File: src/core/asl_pkg.sv
// package: offsets, field positions, resets and carriers of the alert block
package asl_pkg;

  // ****************************************************************
  // bus geometry and register indices (byte address = 4 * index)
  // ****************************************************************
  localparam int         WB_AW        = 8;
  localparam int         WB_DW        = 32;
  localparam logic [5:0] IDX_SELFTEST = 6'h06;
  localparam logic [5:0] IDX_SUMMARY  = 6'h07;
  localparam logic [5:0] IDX_CONFIG   = 6'h10;
  localparam logic [5:0] IDX_CAL_BASE = 6'h20;

  // ****************************************************************
  // sizes
  // ****************************************************************
  localparam int NUM_CELL = 14;
  localparam int NUM_AUX  = 6;
  localparam int NUM_CAL  = 5;
  localparam int CAL_W    = 16;

  // ****************************************************************
  // field positions
  // ****************************************************************
  localparam int SUM_CELL_ADC_HIGH = 15;
  localparam int SUM_CELL_CMP_HIGH = 14;
  localparam int SUM_CELL_ADC_LOW  = 13;
  localparam int SUM_CELL_CMP_LOW  = 12;
  localparam int SUM_AUX_ADC_COLD  = 11;
  localparam int SUM_AUX_CMP_COLD  = 10;
  localparam int SUM_AUX_ADC_HOT   = 9;
  localparam int SUM_AUX_CMP_HOT   = 8;
  localparam int ST_FULLSCALE      = 2;
  localparam int ST_ACC_HIGH       = 1;
  localparam int ST_ACC_LOW        = 0;
  localparam int CFG_ACC_EN        = 3;
  localparam int CFG_ZFS_EN        = 4;

  // ****************************************************************
  // encodings, reset values and calibration bounds
  // ****************************************************************
  localparam logic [2:0]  SCAN_CFG_A    = 3'h1;
  localparam logic [2:0]  SCAN_CFG_B    = 3'h2;
  localparam logic [2:0]  SELFTEST_RST  = 3'h0;
  localparam logic [15:0] SUMMARY_RST   = 16'h0000;
  localparam logic [4:0]  CONFIG_RST    = 5'h00;
  localparam logic [15:0] CAL_VALUE_RST = 16'h0000;
  localparam logic [15:0] CAL_LO_DEF    = 16'h0040;
  localparam logic [15:0] CAL_HI_DEF    = 16'h0fc0;

  // ****************************************************************
  // carriers
  // ****************************************************************
  typedef struct packed {
    logic [NUM_CELL-1:0] cell_adc_high_alerts;
    logic [NUM_CELL-1:0] cell_comparator_high_alerts;
    logic [NUM_CELL-1:0] cell_adc_low_alerts;
    logic [NUM_CELL-1:0] cell_comparator_low_alerts;
    logic [NUM_AUX-1:0]  aux_adc_cold_alerts;
    logic [NUM_AUX-1:0]  aux_comparator_cold_alerts;
    logic [NUM_AUX-1:0]  aux_adc_hot_alerts;
    logic [NUM_AUX-1:0]  aux_comparator_hot_alerts;
  } asl_alerts_t;

  typedef struct packed {
    logic fullscale_selftest_fail;
    logic comparator_accuracy_high_fail;
    logic comparator_accuracy_low_fail;
  } asl_tests_t;

endpackage

File: src/core/asl_alert_summary.sv
// alert summary register bank with self-test flags, behind a wishbone slave
//
// Behaviour
// - full-scale self-test failure sets bit 2 when zero/full-scale test enabled
// - the three self-test flags clear only by writing 0; 1 keeps them
// - comparator high accuracy failure sets bit 1 if scan 001/010 and enabled
// - comparator low accuracy failure sets bit 0 under the same arming
// - summary bit 15 is OR of fourteen cell ADC high alerts
// - summary bit 14 is OR of fourteen cell comparator high alerts
// - summary bit 13 is OR of fourteen cell ADC low alerts
// - summary bit 12 is OR of fourteen cell comparator low alerts
// - summary bit 11 is OR of six aux ADC cold alerts
// - summary bit 10 is OR of six aux comparator cold alerts
// - summary bit 9 is OR of six aux ADC hot alerts
// - summary bit 8 is OR of six aux comparator hot alerts
// - summary alert bits are read only and clear once sources resolve
// - bit 4 flags bad ADC offset calibration; good result clears it
// - bit 3 flags bad ramp offset calibration; good result clears it
// - bit 2 flags bad ratiometric offset calibration; good result clears it
// - bit 1 flags bad pyramid gain calibration; good result clears it
// - bit 0 flags bad ramp gain calibration; good result clears it
// - summary register at index 0x7 is read only, resets 0, bits 7..5 unused
//
// Register access over Wishbone is this design's own decision.
`timescale 1ns/100ps
module asl_alert_summary #(
  parameter int               CAL_W  = asl_pkg::CAL_W,
  parameter logic [CAL_W-1:0] CAL_LO = CAL_W'(asl_pkg::CAL_LO_DEF),
  parameter logic [CAL_W-1:0] CAL_HI = CAL_W'(asl_pkg::CAL_HI_DEF)
) (
  input  wire logic                     clk_i,
  input  wire logic                     rst_i,
  // wishbone classic slave
  input  wire logic                     wb_cyc_i,
  input  wire logic                     wb_stb_i,
  input  wire logic                     wb_we_i,
  input  wire logic [7:0]               wb_adr_i,
  input  wire logic [3:0]               wb_sel_i,
  input  wire logic [31:0]              wb_dat_i,
  output logic      [31:0]              wb_dat_o,
  output logic                          wb_ack_o,
  // acquisition side
  input  wire logic                     acq_done_i,
  input  wire asl_pkg::asl_tests_t      test_fail_i,
  input  wire asl_pkg::asl_alerts_t     alerts_i,
  input  wire logic [asl_pkg::NUM_CAL-1:0] cal_done_i,
  input  wire logic [asl_pkg::NUM_CAL-1:0][CAL_W-1:0] cal_result_i,
  // configuration towards the scan engine
  output logic      [2:0]               scan_configuration_o,
  output logic                          comparator_accuracy_enable_o,
  output logic                          zero_full_selftest_enable_o,
  output logic      [asl_pkg::NUM_CAL-1:0][CAL_W-1:0] cal_value_o
);

  // ****************************************************************
  // helpers
  // ****************************************************************

  // comparator accuracy tests only run for the two listed scan modes
  function automatic logic acc_armed(input logic [2:0] cfg,
                                     input logic       en);
    return en && (cfg == asl_pkg::SCAN_CFG_A || cfg == asl_pkg::SCAN_CFG_B);
  endfunction

  // byte-lane merge so partial writes keep untouched bytes
  function automatic logic [CAL_W-1:0] merge_bytes(
    input logic [CAL_W-1:0] old_v,
    input logic [31:0]      new_v,
    input logic [3:0]       sel
  );
    logic [CAL_W-1:0] m;
    m = old_v;
    for (int i = 0; i < CAL_W; i++) begin
      m[i] = sel[i / 8] ? new_v[i] : old_v[i];
    end
    return m;
  endfunction

  // ****************************************************************
  // declarations
  // ****************************************************************
  logic                        req;
  logic                        wr_fire;
  logic [5:0]                  idx;
  logic [5:0]                  cal_off;
  logic                        cal_in;
  logic                        ack_reg;
  logic [31:0]                 dat_reg;
  logic [31:0]                 rd_data;
  logic [4:0]                  cfg_reg;
  logic [2:0]                  tests_reg;
  logic [2:0]                  tests_next;
  logic [15:0]                 sum_reg;
  logic [15:0]                 sum_next;
  logic                        armed;
  logic                        fs_event;
  logic                        hi_event;
  logic                        lo_event;
  logic [asl_pkg::NUM_CAL-1:0] cal_fault;

  // ****************************************************************
  // wishbone slave
  // ****************************************************************

  // word index from the byte address; the low two bits are ignored
  assign idx     = wb_adr_i[7:2];
  assign cal_off = idx - asl_pkg::IDX_CAL_BASE;
  assign cal_in  = (cal_off < 6'(asl_pkg::NUM_CAL));
  assign req     = wb_cyc_i & wb_stb_i;

  // writes land on the edge where the master samples ack high
  assign wr_fire = req & wb_we_i & ack_reg;

  // ack one cycle after the request, dropped the cycle after
  always_ff @(posedge clk_i) begin
    if (rst_i) begin
      ack_reg <= 1'b0;
    end else begin
      ack_reg <= req & ~ack_reg;
    end
  end

  // read data captured with the ack; unmapped words answer zero
  always_ff @(posedge clk_i) begin
    if (rst_i) begin
      dat_reg <= 32'h0000_0000;
    end else if (req && !ack_reg) begin
      dat_reg <= wb_we_i ? 32'h0000_0000 : rd_data;
    end
  end

  assign wb_ack_o = ack_reg;
  assign wb_dat_o = dat_reg;

  // read mux; bits above each register's width read as zero
  always_comb begin
    rd_data = 32'h0000_0000;
    case (idx)
      asl_pkg::IDX_SELFTEST: begin
        rd_data[2:0] = tests_reg;
      end
      asl_pkg::IDX_SUMMARY: begin
        rd_data[15:0] = sum_reg;
      end
      asl_pkg::IDX_CONFIG: begin
        rd_data[4:0] = cfg_reg;
      end
      default: begin
        if (cal_in) begin
          rd_data[CAL_W-1:0] = cal_value_o[cal_off[2:0]];
        end
      end
    endcase
  end

  // ****************************************************************
  // configuration register
  // ****************************************************************

  // scan mode and test enables, written through byte lane 0
  always_ff @(posedge clk_i) begin
    if (rst_i) begin
      cfg_reg <= asl_pkg::CONFIG_RST;
    end else if (wr_fire && idx == asl_pkg::IDX_CONFIG && wb_sel_i[0]) begin
      cfg_reg <= wb_dat_i[4:0];
    end
  end

  assign scan_configuration_o         = cfg_reg[2:0];
  assign comparator_accuracy_enable_o = cfg_reg[asl_pkg::CFG_ACC_EN];
  assign zero_full_selftest_enable_o  = cfg_reg[asl_pkg::CFG_ZFS_EN];

  // ****************************************************************
  // self-test result flags
  // ****************************************************************

  // results are only looked at on the acquisition-done pulse
  assign armed    = acc_armed(cfg_reg[2:0], cfg_reg[asl_pkg::CFG_ACC_EN]);
  assign fs_event = acq_done_i & cfg_reg[asl_pkg::CFG_ZFS_EN] &
                    test_fail_i.fullscale_selftest_fail;
  assign hi_event = acq_done_i & armed &
                    test_fail_i.comparator_accuracy_high_fail;
  assign lo_event = acq_done_i & armed &
                    test_fail_i.comparator_accuracy_low_fail;

  // clear by writing 0 first, then a failure sets, so set beats clear
  always_comb begin
    tests_next = tests_reg;
    if (wr_fire && idx == asl_pkg::IDX_SELFTEST && wb_sel_i[0]) begin
      tests_next = tests_reg & wb_dat_i[2:0];
    end
    if (fs_event) begin
      tests_next[asl_pkg::ST_FULLSCALE] = 1'b1;
    end
    if (hi_event) begin
      tests_next[asl_pkg::ST_ACC_HIGH] = 1'b1;
    end
    if (lo_event) begin
      tests_next[asl_pkg::ST_ACC_LOW] = 1'b1;
    end
  end

  // a passing run leaves a stored failure alone until software clears it
  always_ff @(posedge clk_i) begin
    if (rst_i) begin
      tests_reg <= asl_pkg::SELFTEST_RST;
    end else begin
      tests_reg <= tests_next;
    end
  end

  // ****************************************************************
  // summary register
  // ****************************************************************

  // the per-input alert registers upstream refresh on each acquisition,
  // so following their OR makes the summary clear with them
  always_comb begin
    sum_next = asl_pkg::SUMMARY_RST;
    sum_next[asl_pkg::SUM_CELL_ADC_HIGH] =
      |alerts_i.cell_adc_high_alerts;
    sum_next[asl_pkg::SUM_CELL_CMP_HIGH] =
      |alerts_i.cell_comparator_high_alerts;
    sum_next[asl_pkg::SUM_CELL_ADC_LOW] =
      |alerts_i.cell_adc_low_alerts;
    sum_next[asl_pkg::SUM_CELL_CMP_LOW] =
      |alerts_i.cell_comparator_low_alerts;
    sum_next[asl_pkg::SUM_AUX_ADC_COLD] =
      |alerts_i.aux_adc_cold_alerts;
    sum_next[asl_pkg::SUM_AUX_CMP_COLD] =
      |alerts_i.aux_comparator_cold_alerts;
    sum_next[asl_pkg::SUM_AUX_ADC_HOT] =
      |alerts_i.aux_adc_hot_alerts;
    sum_next[asl_pkg::SUM_AUX_CMP_HOT] =
      |alerts_i.aux_comparator_hot_alerts;
    sum_next[asl_pkg::NUM_CAL-1:0] = cal_fault;
  end

  // no write path: bus writes to this word are simply dropped
  always_ff @(posedge clk_i) begin
    if (rst_i) begin
      sum_reg <= asl_pkg::SUMMARY_RST;
    end else begin
      sum_reg <= sum_next;
    end
  end

  // ****************************************************************
  // calibration channels (index 0 ramp gain .. 4 adc offset)
  // ****************************************************************
  for (genvar k = 0; k < asl_pkg::NUM_CAL; k++) begin : g_cal
    logic             hit;
    logic [CAL_W-1:0] wr_value;

    assign hit      = wr_fire && cal_in && (cal_off == 6'(k));
    assign wr_value = merge_bytes(cal_value_o[k], wb_dat_i, wb_sel_i);

    asl_cal_check #(
      .W  (CAL_W),
      .LO (CAL_LO),
      .HI (CAL_HI)
    ) u_chk (
      .clk_i       (clk_i),
      .rst_i       (rst_i),
      .cal_valid_i (cal_done_i[k]),
      .cal_value_i (cal_result_i[k]),
      .wr_i        (hit),
      .wr_value_i  (wr_value),
      .value_o     (cal_value_o[k]),
      .fault_o     (cal_fault[k])
    );
  end
endmodule

File: src/core/asl_cal_check.sv
// one calibration channel: stored value and its out-of-bounds fault flag
`timescale 1ns/100ps
module asl_cal_check #(
  parameter int           W  = 16,
  parameter logic [W-1:0] LO = '0,
  parameter logic [W-1:0] HI = '1
) (
  input  wire logic         clk_i,
  input  wire logic         rst_i,
  input  wire logic         cal_valid_i,
  input  wire logic [W-1:0] cal_value_i,
  input  wire logic         wr_i,
  input  wire logic [W-1:0] wr_value_i,
  output logic      [W-1:0] value_o,
  output logic              fault_o
);

  // ****************************************************************
  // bound check
  // ****************************************************************
  function automatic logic out_of_bounds(input logic [W-1:0] v);
    return (v < LO) || (v > HI);
  endfunction

  logic         upd;
  logic [W-1:0] new_value;

  // a calibration result wins over a write landing in the same cycle
  assign upd       = cal_valid_i | wr_i;
  assign new_value = cal_valid_i ? cal_value_i : wr_value_i;

  // value and fault follow the last calibration or write
  always_ff @(posedge clk_i) begin
    if (rst_i) begin
      value_o <= W'(asl_pkg::CAL_VALUE_RST);
      fault_o <= 1'b0;
    end else if (upd) begin
      value_o <= new_value;
      fault_o <= out_of_bounds(new_value);
    end
  end
endmodule

File: config.mk
export PLATFORM = sky130hd
export DESIGN_NAME = asl_alert_summary
export DESIGN_NICKNAME = d
export VERILOG_FILES = /design/src/core/asl_pkg.sv /design/src/core/asl_alert_summary.sv /design/src/core/asl_cal_check.sv
export SDC_FILE = /design/constraint.sdc
export NUM_CORES = 1
export LEC_CHECK = 0
export ABC_AREA = 0
export BUFFER_PORTS_ARGS = -buffer_cell sky130_fd_sc_hd__clkbuf_2
export CORE_MARGIN = 10
export CORE_UTILIZATION = 40
export DETAILED_ROUTE_END_ITERATION = 10
export GPL_ROUTABILITY_DRIVEN = 0
export PLACE_DENSITY_LB_ADDON = 0.3
export SLEW_MARGIN = 15
export SYNTH_ARGS = -nofsm -noshare
export SYNTH_HDL_FRONTEND = slang
export SYNTH_SLANG_ARGS = --single-unit
export TNS_END_PERCENT = 20
File: constraint.sdc
create_clock -name clk_i -period 1.95 [get_ports clk_i]
set_clock_uncertainty 0.2 [all_clocks]
set_input_delay 0.39 -clock clk_i [delete_from_list [all_inputs] [get_ports clk_i]]
set_output_delay 0.39 -clock clk_i [all_outputs]
set_load 0.01 [all_outputs]
==> impl.org <==
** Status
- Status :: complete, no violations

** Cells and area
- NumNets Final :: 1450
- Fill cells :: 1641
- Sequential cell area in the final layout :: 2465 um^2
- Final cell utilization of the core :: 0.5927
- Excluding fillers, the count of instances in the completed layout stands at 1479.
- Area Growth Syn to Fin :: 44.79%
- Largest register FFs :: 80
- The multi-input combinational cells in the finished layout cover a total of 4572 um^2.
- In the final layout, the share of cells above drive strength 1 is 0.4530.

** Logic synthesis
- Of the synthesized area, sequential elements account for 0.3326.
- The share of synthesized area in the top cell type comes to 0.3326.
- Each instance of the synthesized netlist takes up on average 8.814 um^2.
- After synthesis, the most frequently instantiated cells are nor2_1 (178), dfxtp_1 (123), mux2i_1 (92), a21oi_1 (85), mux2_2 (81).
- Most frequent cell after synthesis :: nor2_1
- After synthesis, the cell types taking the most area are dfxtp_1 (33%), mux2i_1 (12%), mux2_2 (12%), nor2_1 (9.0%), a21oi_1 (5.7%).
- After technology mapping, the gate count stands at 840.
- Yosys Warn Count :: 0
- For this run, the leading register cell type out of synthesis is dfxtp_1.
- Yosys reg bits :: 123
- Total standard cell area after synthesis :: 7403 um^2
- Of all flip-flops after synthesis, the portion carrying an async set or reset was 0.
- Number of flops mapped to enable cells by yosys :: 0
- After synthesis, the netlist uses 51 different library cells.
- The synthesized design spends more area on one cell type than any other, namely dfxtp_1.

** Placed design
- The count of buffers added on input and output ports is 299.
- Dpl hpwl :: 24920 um
- Number of placed instances with taps included :: 1440
- Timing analysis after detailed placement gives a worst setup slack of -307.2 ps.

** Timing
- Final number of setup-violating endpoints :: 0
- Setup repair after global routing left no endpoint under its margin.
- Fin crit share :: 0.9510
- The hold violation total from the final report came to 0.
- Timing would allow up to 539.3 MHz.
- The count of pins over their slew limit is 0.
- Post-Route Setup TNS :: 0 ps
- Setup ws final :: 95.61 ps
- Time the final worst path needs with I/O delays and setup :: 1854 ps
- The tightest hold path in the finished design has a slack of 17.97 ps.

** Pwr
- Power spread over the standard cell area amounts to 754.3 nW/um^2.
- Reported leakage power :: 0.005238 uW
- Maximum resistive drop on vdd :: 0.0005877 V

** Setup path
- Destination of the worst register-to-register timing path :: g_cal[0].u_chk.fault_o
- Worst flop-to-flop path startpoint :: g_cal[0].u_chk.value_o[11]
- Cell Chain, Critical Path :: mux2_2 > mux2i_1 > buf_4 > nor4_1 > buf_4 > o211ai_1 > a221oi_1
- Crit path kind :: register to register
- Startpoint types :: register
- Critical path required time :: 2080 ps
- The largest individual stage delay along the critical path comes from the cell dfxtp_1.
- In this run the worst path has a maximum fanout of 4.
- Worst path max stage delay :: 380 ps
- In this run the register-to-register setup slack is 100 ps.
- Data arrival time of the critical path :: 1980 ps
- Most used cell, CP :: buf_4
- Worst R2R Path Depth :: 7
- Setup crit end kind :: register

** Route
- ANT nets after route :: 0
- Pre-Repair DR Iteration Count :: 5
- In the final routed layout, each cell accounts on average for 20.41 um.
- Starting DRT DRC Count :: 619
- Drt drc :: 0
- Across all layers, the routed design uses 7901 vias.
- Average vias per placed instance :: 5.342
- The routed design has 30180 um of wire.

** GRT
- The number of antenna violations at the first check in global routing came to 7.
- GRT overflow :: 0
- For this run, the total global-route usage over all layers was measured as 0.2371.
- Wire length of the first global-routing pass :: 45080 um
- Vias in the first global route :: 7850
- Entering global routing, the biggest net connects 46 pins.

** Floorplan
- During I/O placement, the number of pins put on the boundary was 336.
- For this configuration, the core starts out at a cell density of 0.4093.
- Area of the core region :: 18090 um^2
- Die height :: 156.0 um
- The floorplan step defined a die boundary enclosing 24350 um^2.
- In this run the core area contains 49 standard-cell rows.
- Measured along the x axis, the die boundary spans 156.0 um.

** Clock tree
- Post-CTS Setup Inserts :: 0
- Number of clock sinks seen by CTS :: 123
- TritonCTS built the clock tree.
- For the worst-skew pair, the clock arrives at the later sink with an insertion delay of 420 ps.
- No sink is reached through more buffers than the 2 on the longest clock path.
- TritonCTS created 17 clock buffers.
- Level count of the clock H-tree :: 4
- Clock-pin slew was measured on the worst setup and hold paths at 60 ps.
- Clock tree synthesis selected as its root buffer the cell clkbuf_16.

** Worst hold path
- The worst hold path begins at test_fail_i[2].
- The worst hold path was traced through 3 stages.
- Worst min path class :: primary input to register
- End of the worst hold path :: tests_reg[2]

** Job
- Number of max-cap violations :: 0
## layout by cell type, fill, tap and decap left out, types with 3 or more instances in the layout
cell / n
mux2i_1: 92
a21oi_1: 85
nand3b_1: 3
nor3_1: 6
o22ai_1: 3
a41oi_2: 4
nor2b_1: 10
nor2_1: 178
nand2_1: 40
buf_4: 121
mux4_1: 9
a222oi_1: 8
nand3_1: 8
nand4_1: 9
clkbuf_2: 298
o21ai_0: 19
o211ai_1: 6
and4_1: 6
mux4_2: 6
clkbuf_8: 3
bufinv_16: 6
nor4_1: 21
mux2_2: 81
a41oi_1: 5
buf_12: 13
a22o_1: 3
clkbuf_16: 17
inv_1: 4
or3_1: 4
diode_2: 5
dfxtp_1: 121
conb_1: 16
a311oi_1: 4
## worst max-delay path by stage
stage                          startpoint                     end  slack (ps)
2_1_floorplan                 wb_adr_i[3]            wb_dat_o[14]         -50
3_3_place_gp                  wb_adr_i[3]             wb_dat_o[8]        -290
3_5_place_dp                  wb_adr_i[3]            wb_dat_o[12]        -310
4_1_cts        g_cal[2].u_chk.value_o[10]            wb_dat_o[10]          70
5_1_grt        g_cal[2].u_chk.value_o[10]            wb_dat_o[10]           6
6_report       g_cal[0].u_chk.value_o[11]  g_cal[0].u_chk.fault_o         100
## logic make-up after synthesis
| logic type | after synthesis | synth area share |
|---|---|---|
| xor+xnor | 1 | 0.001183 |
| flops | 123 | 0.3326 |
| buf+inv | 81 | 0.06084 |
| compound gates | 151 | 0.1242 |
| other cells | 1 | 0.0005065 |
| simple gates | 295 | 0.1824 |
| mux | 188 | 0.2983 |
## repair_timing
item | in CTS | in global routing
hold buffers | 2 | 0
resized for setup | 0 | 4
hold endpoints to repair | 2 | 0
endpoints found under the setup margin | 0 | 4
## cell type report
| class | instances | share of cell area |
|---|---|---|
| sequential | 123 | 0.2300 |
| inverter | 5 | 0.001751 |
| antenna | 5 | 0.001167 |
| clock inverter | 11 | 0.01996 |
| tap | 229 | 0.02673 |
| clock buffer | 21 | 0.04389 |
| timing repair buffer | 434 | 0.2500 |
| multi-input combinational | 651 | 0.4265 |
## critical path: cells and delay by family (launching register included)
kind / cells / cell delay, ps
DFF: 1 / 380
AOI/OAI and AO/OA: 2 / 310
muxes: 2 / 260
buffers and inverters: 2 / 330
and+or+nand+nor: 1 / 280
## per-stage QoR
stage	total power, uW	area [um^2]
6_report	8085	10720
3_5_place_dp	4451	10000
4_1_cts	8097	10710
2_1_floorplan	3634	7471
3_3_place_gp	4426	10000
5_1_grt	8388	10710
## routing by layer
layer  global-route usage  up-vias  share of wire  wire (um)
met2               0.3934      324           0.47      14260
met4              0.07869        4          0.024        724
li1                     -     3823              -          -
met3              0.09126       48          0.099       2989
met5                    0        -         0.0011         34
met1               0.2749     3702           0.40      12170
## report_power, final
| part | total [uW] | internal [uW] | leakage (uW) | switching, uW |
|---|---|---|---|---|
| clock | 3660 | 2500 | 0.000329 | 1170 |
| sequential | 2770 | 2640 | 0.00101 | 128 |
| combinational | 1650 | 835 | 0.00390 | 815 |
| total | 8080 | 5970 | 0.00524 | 2110 |
Note: power is estimated with default switching activity, not from simulation.
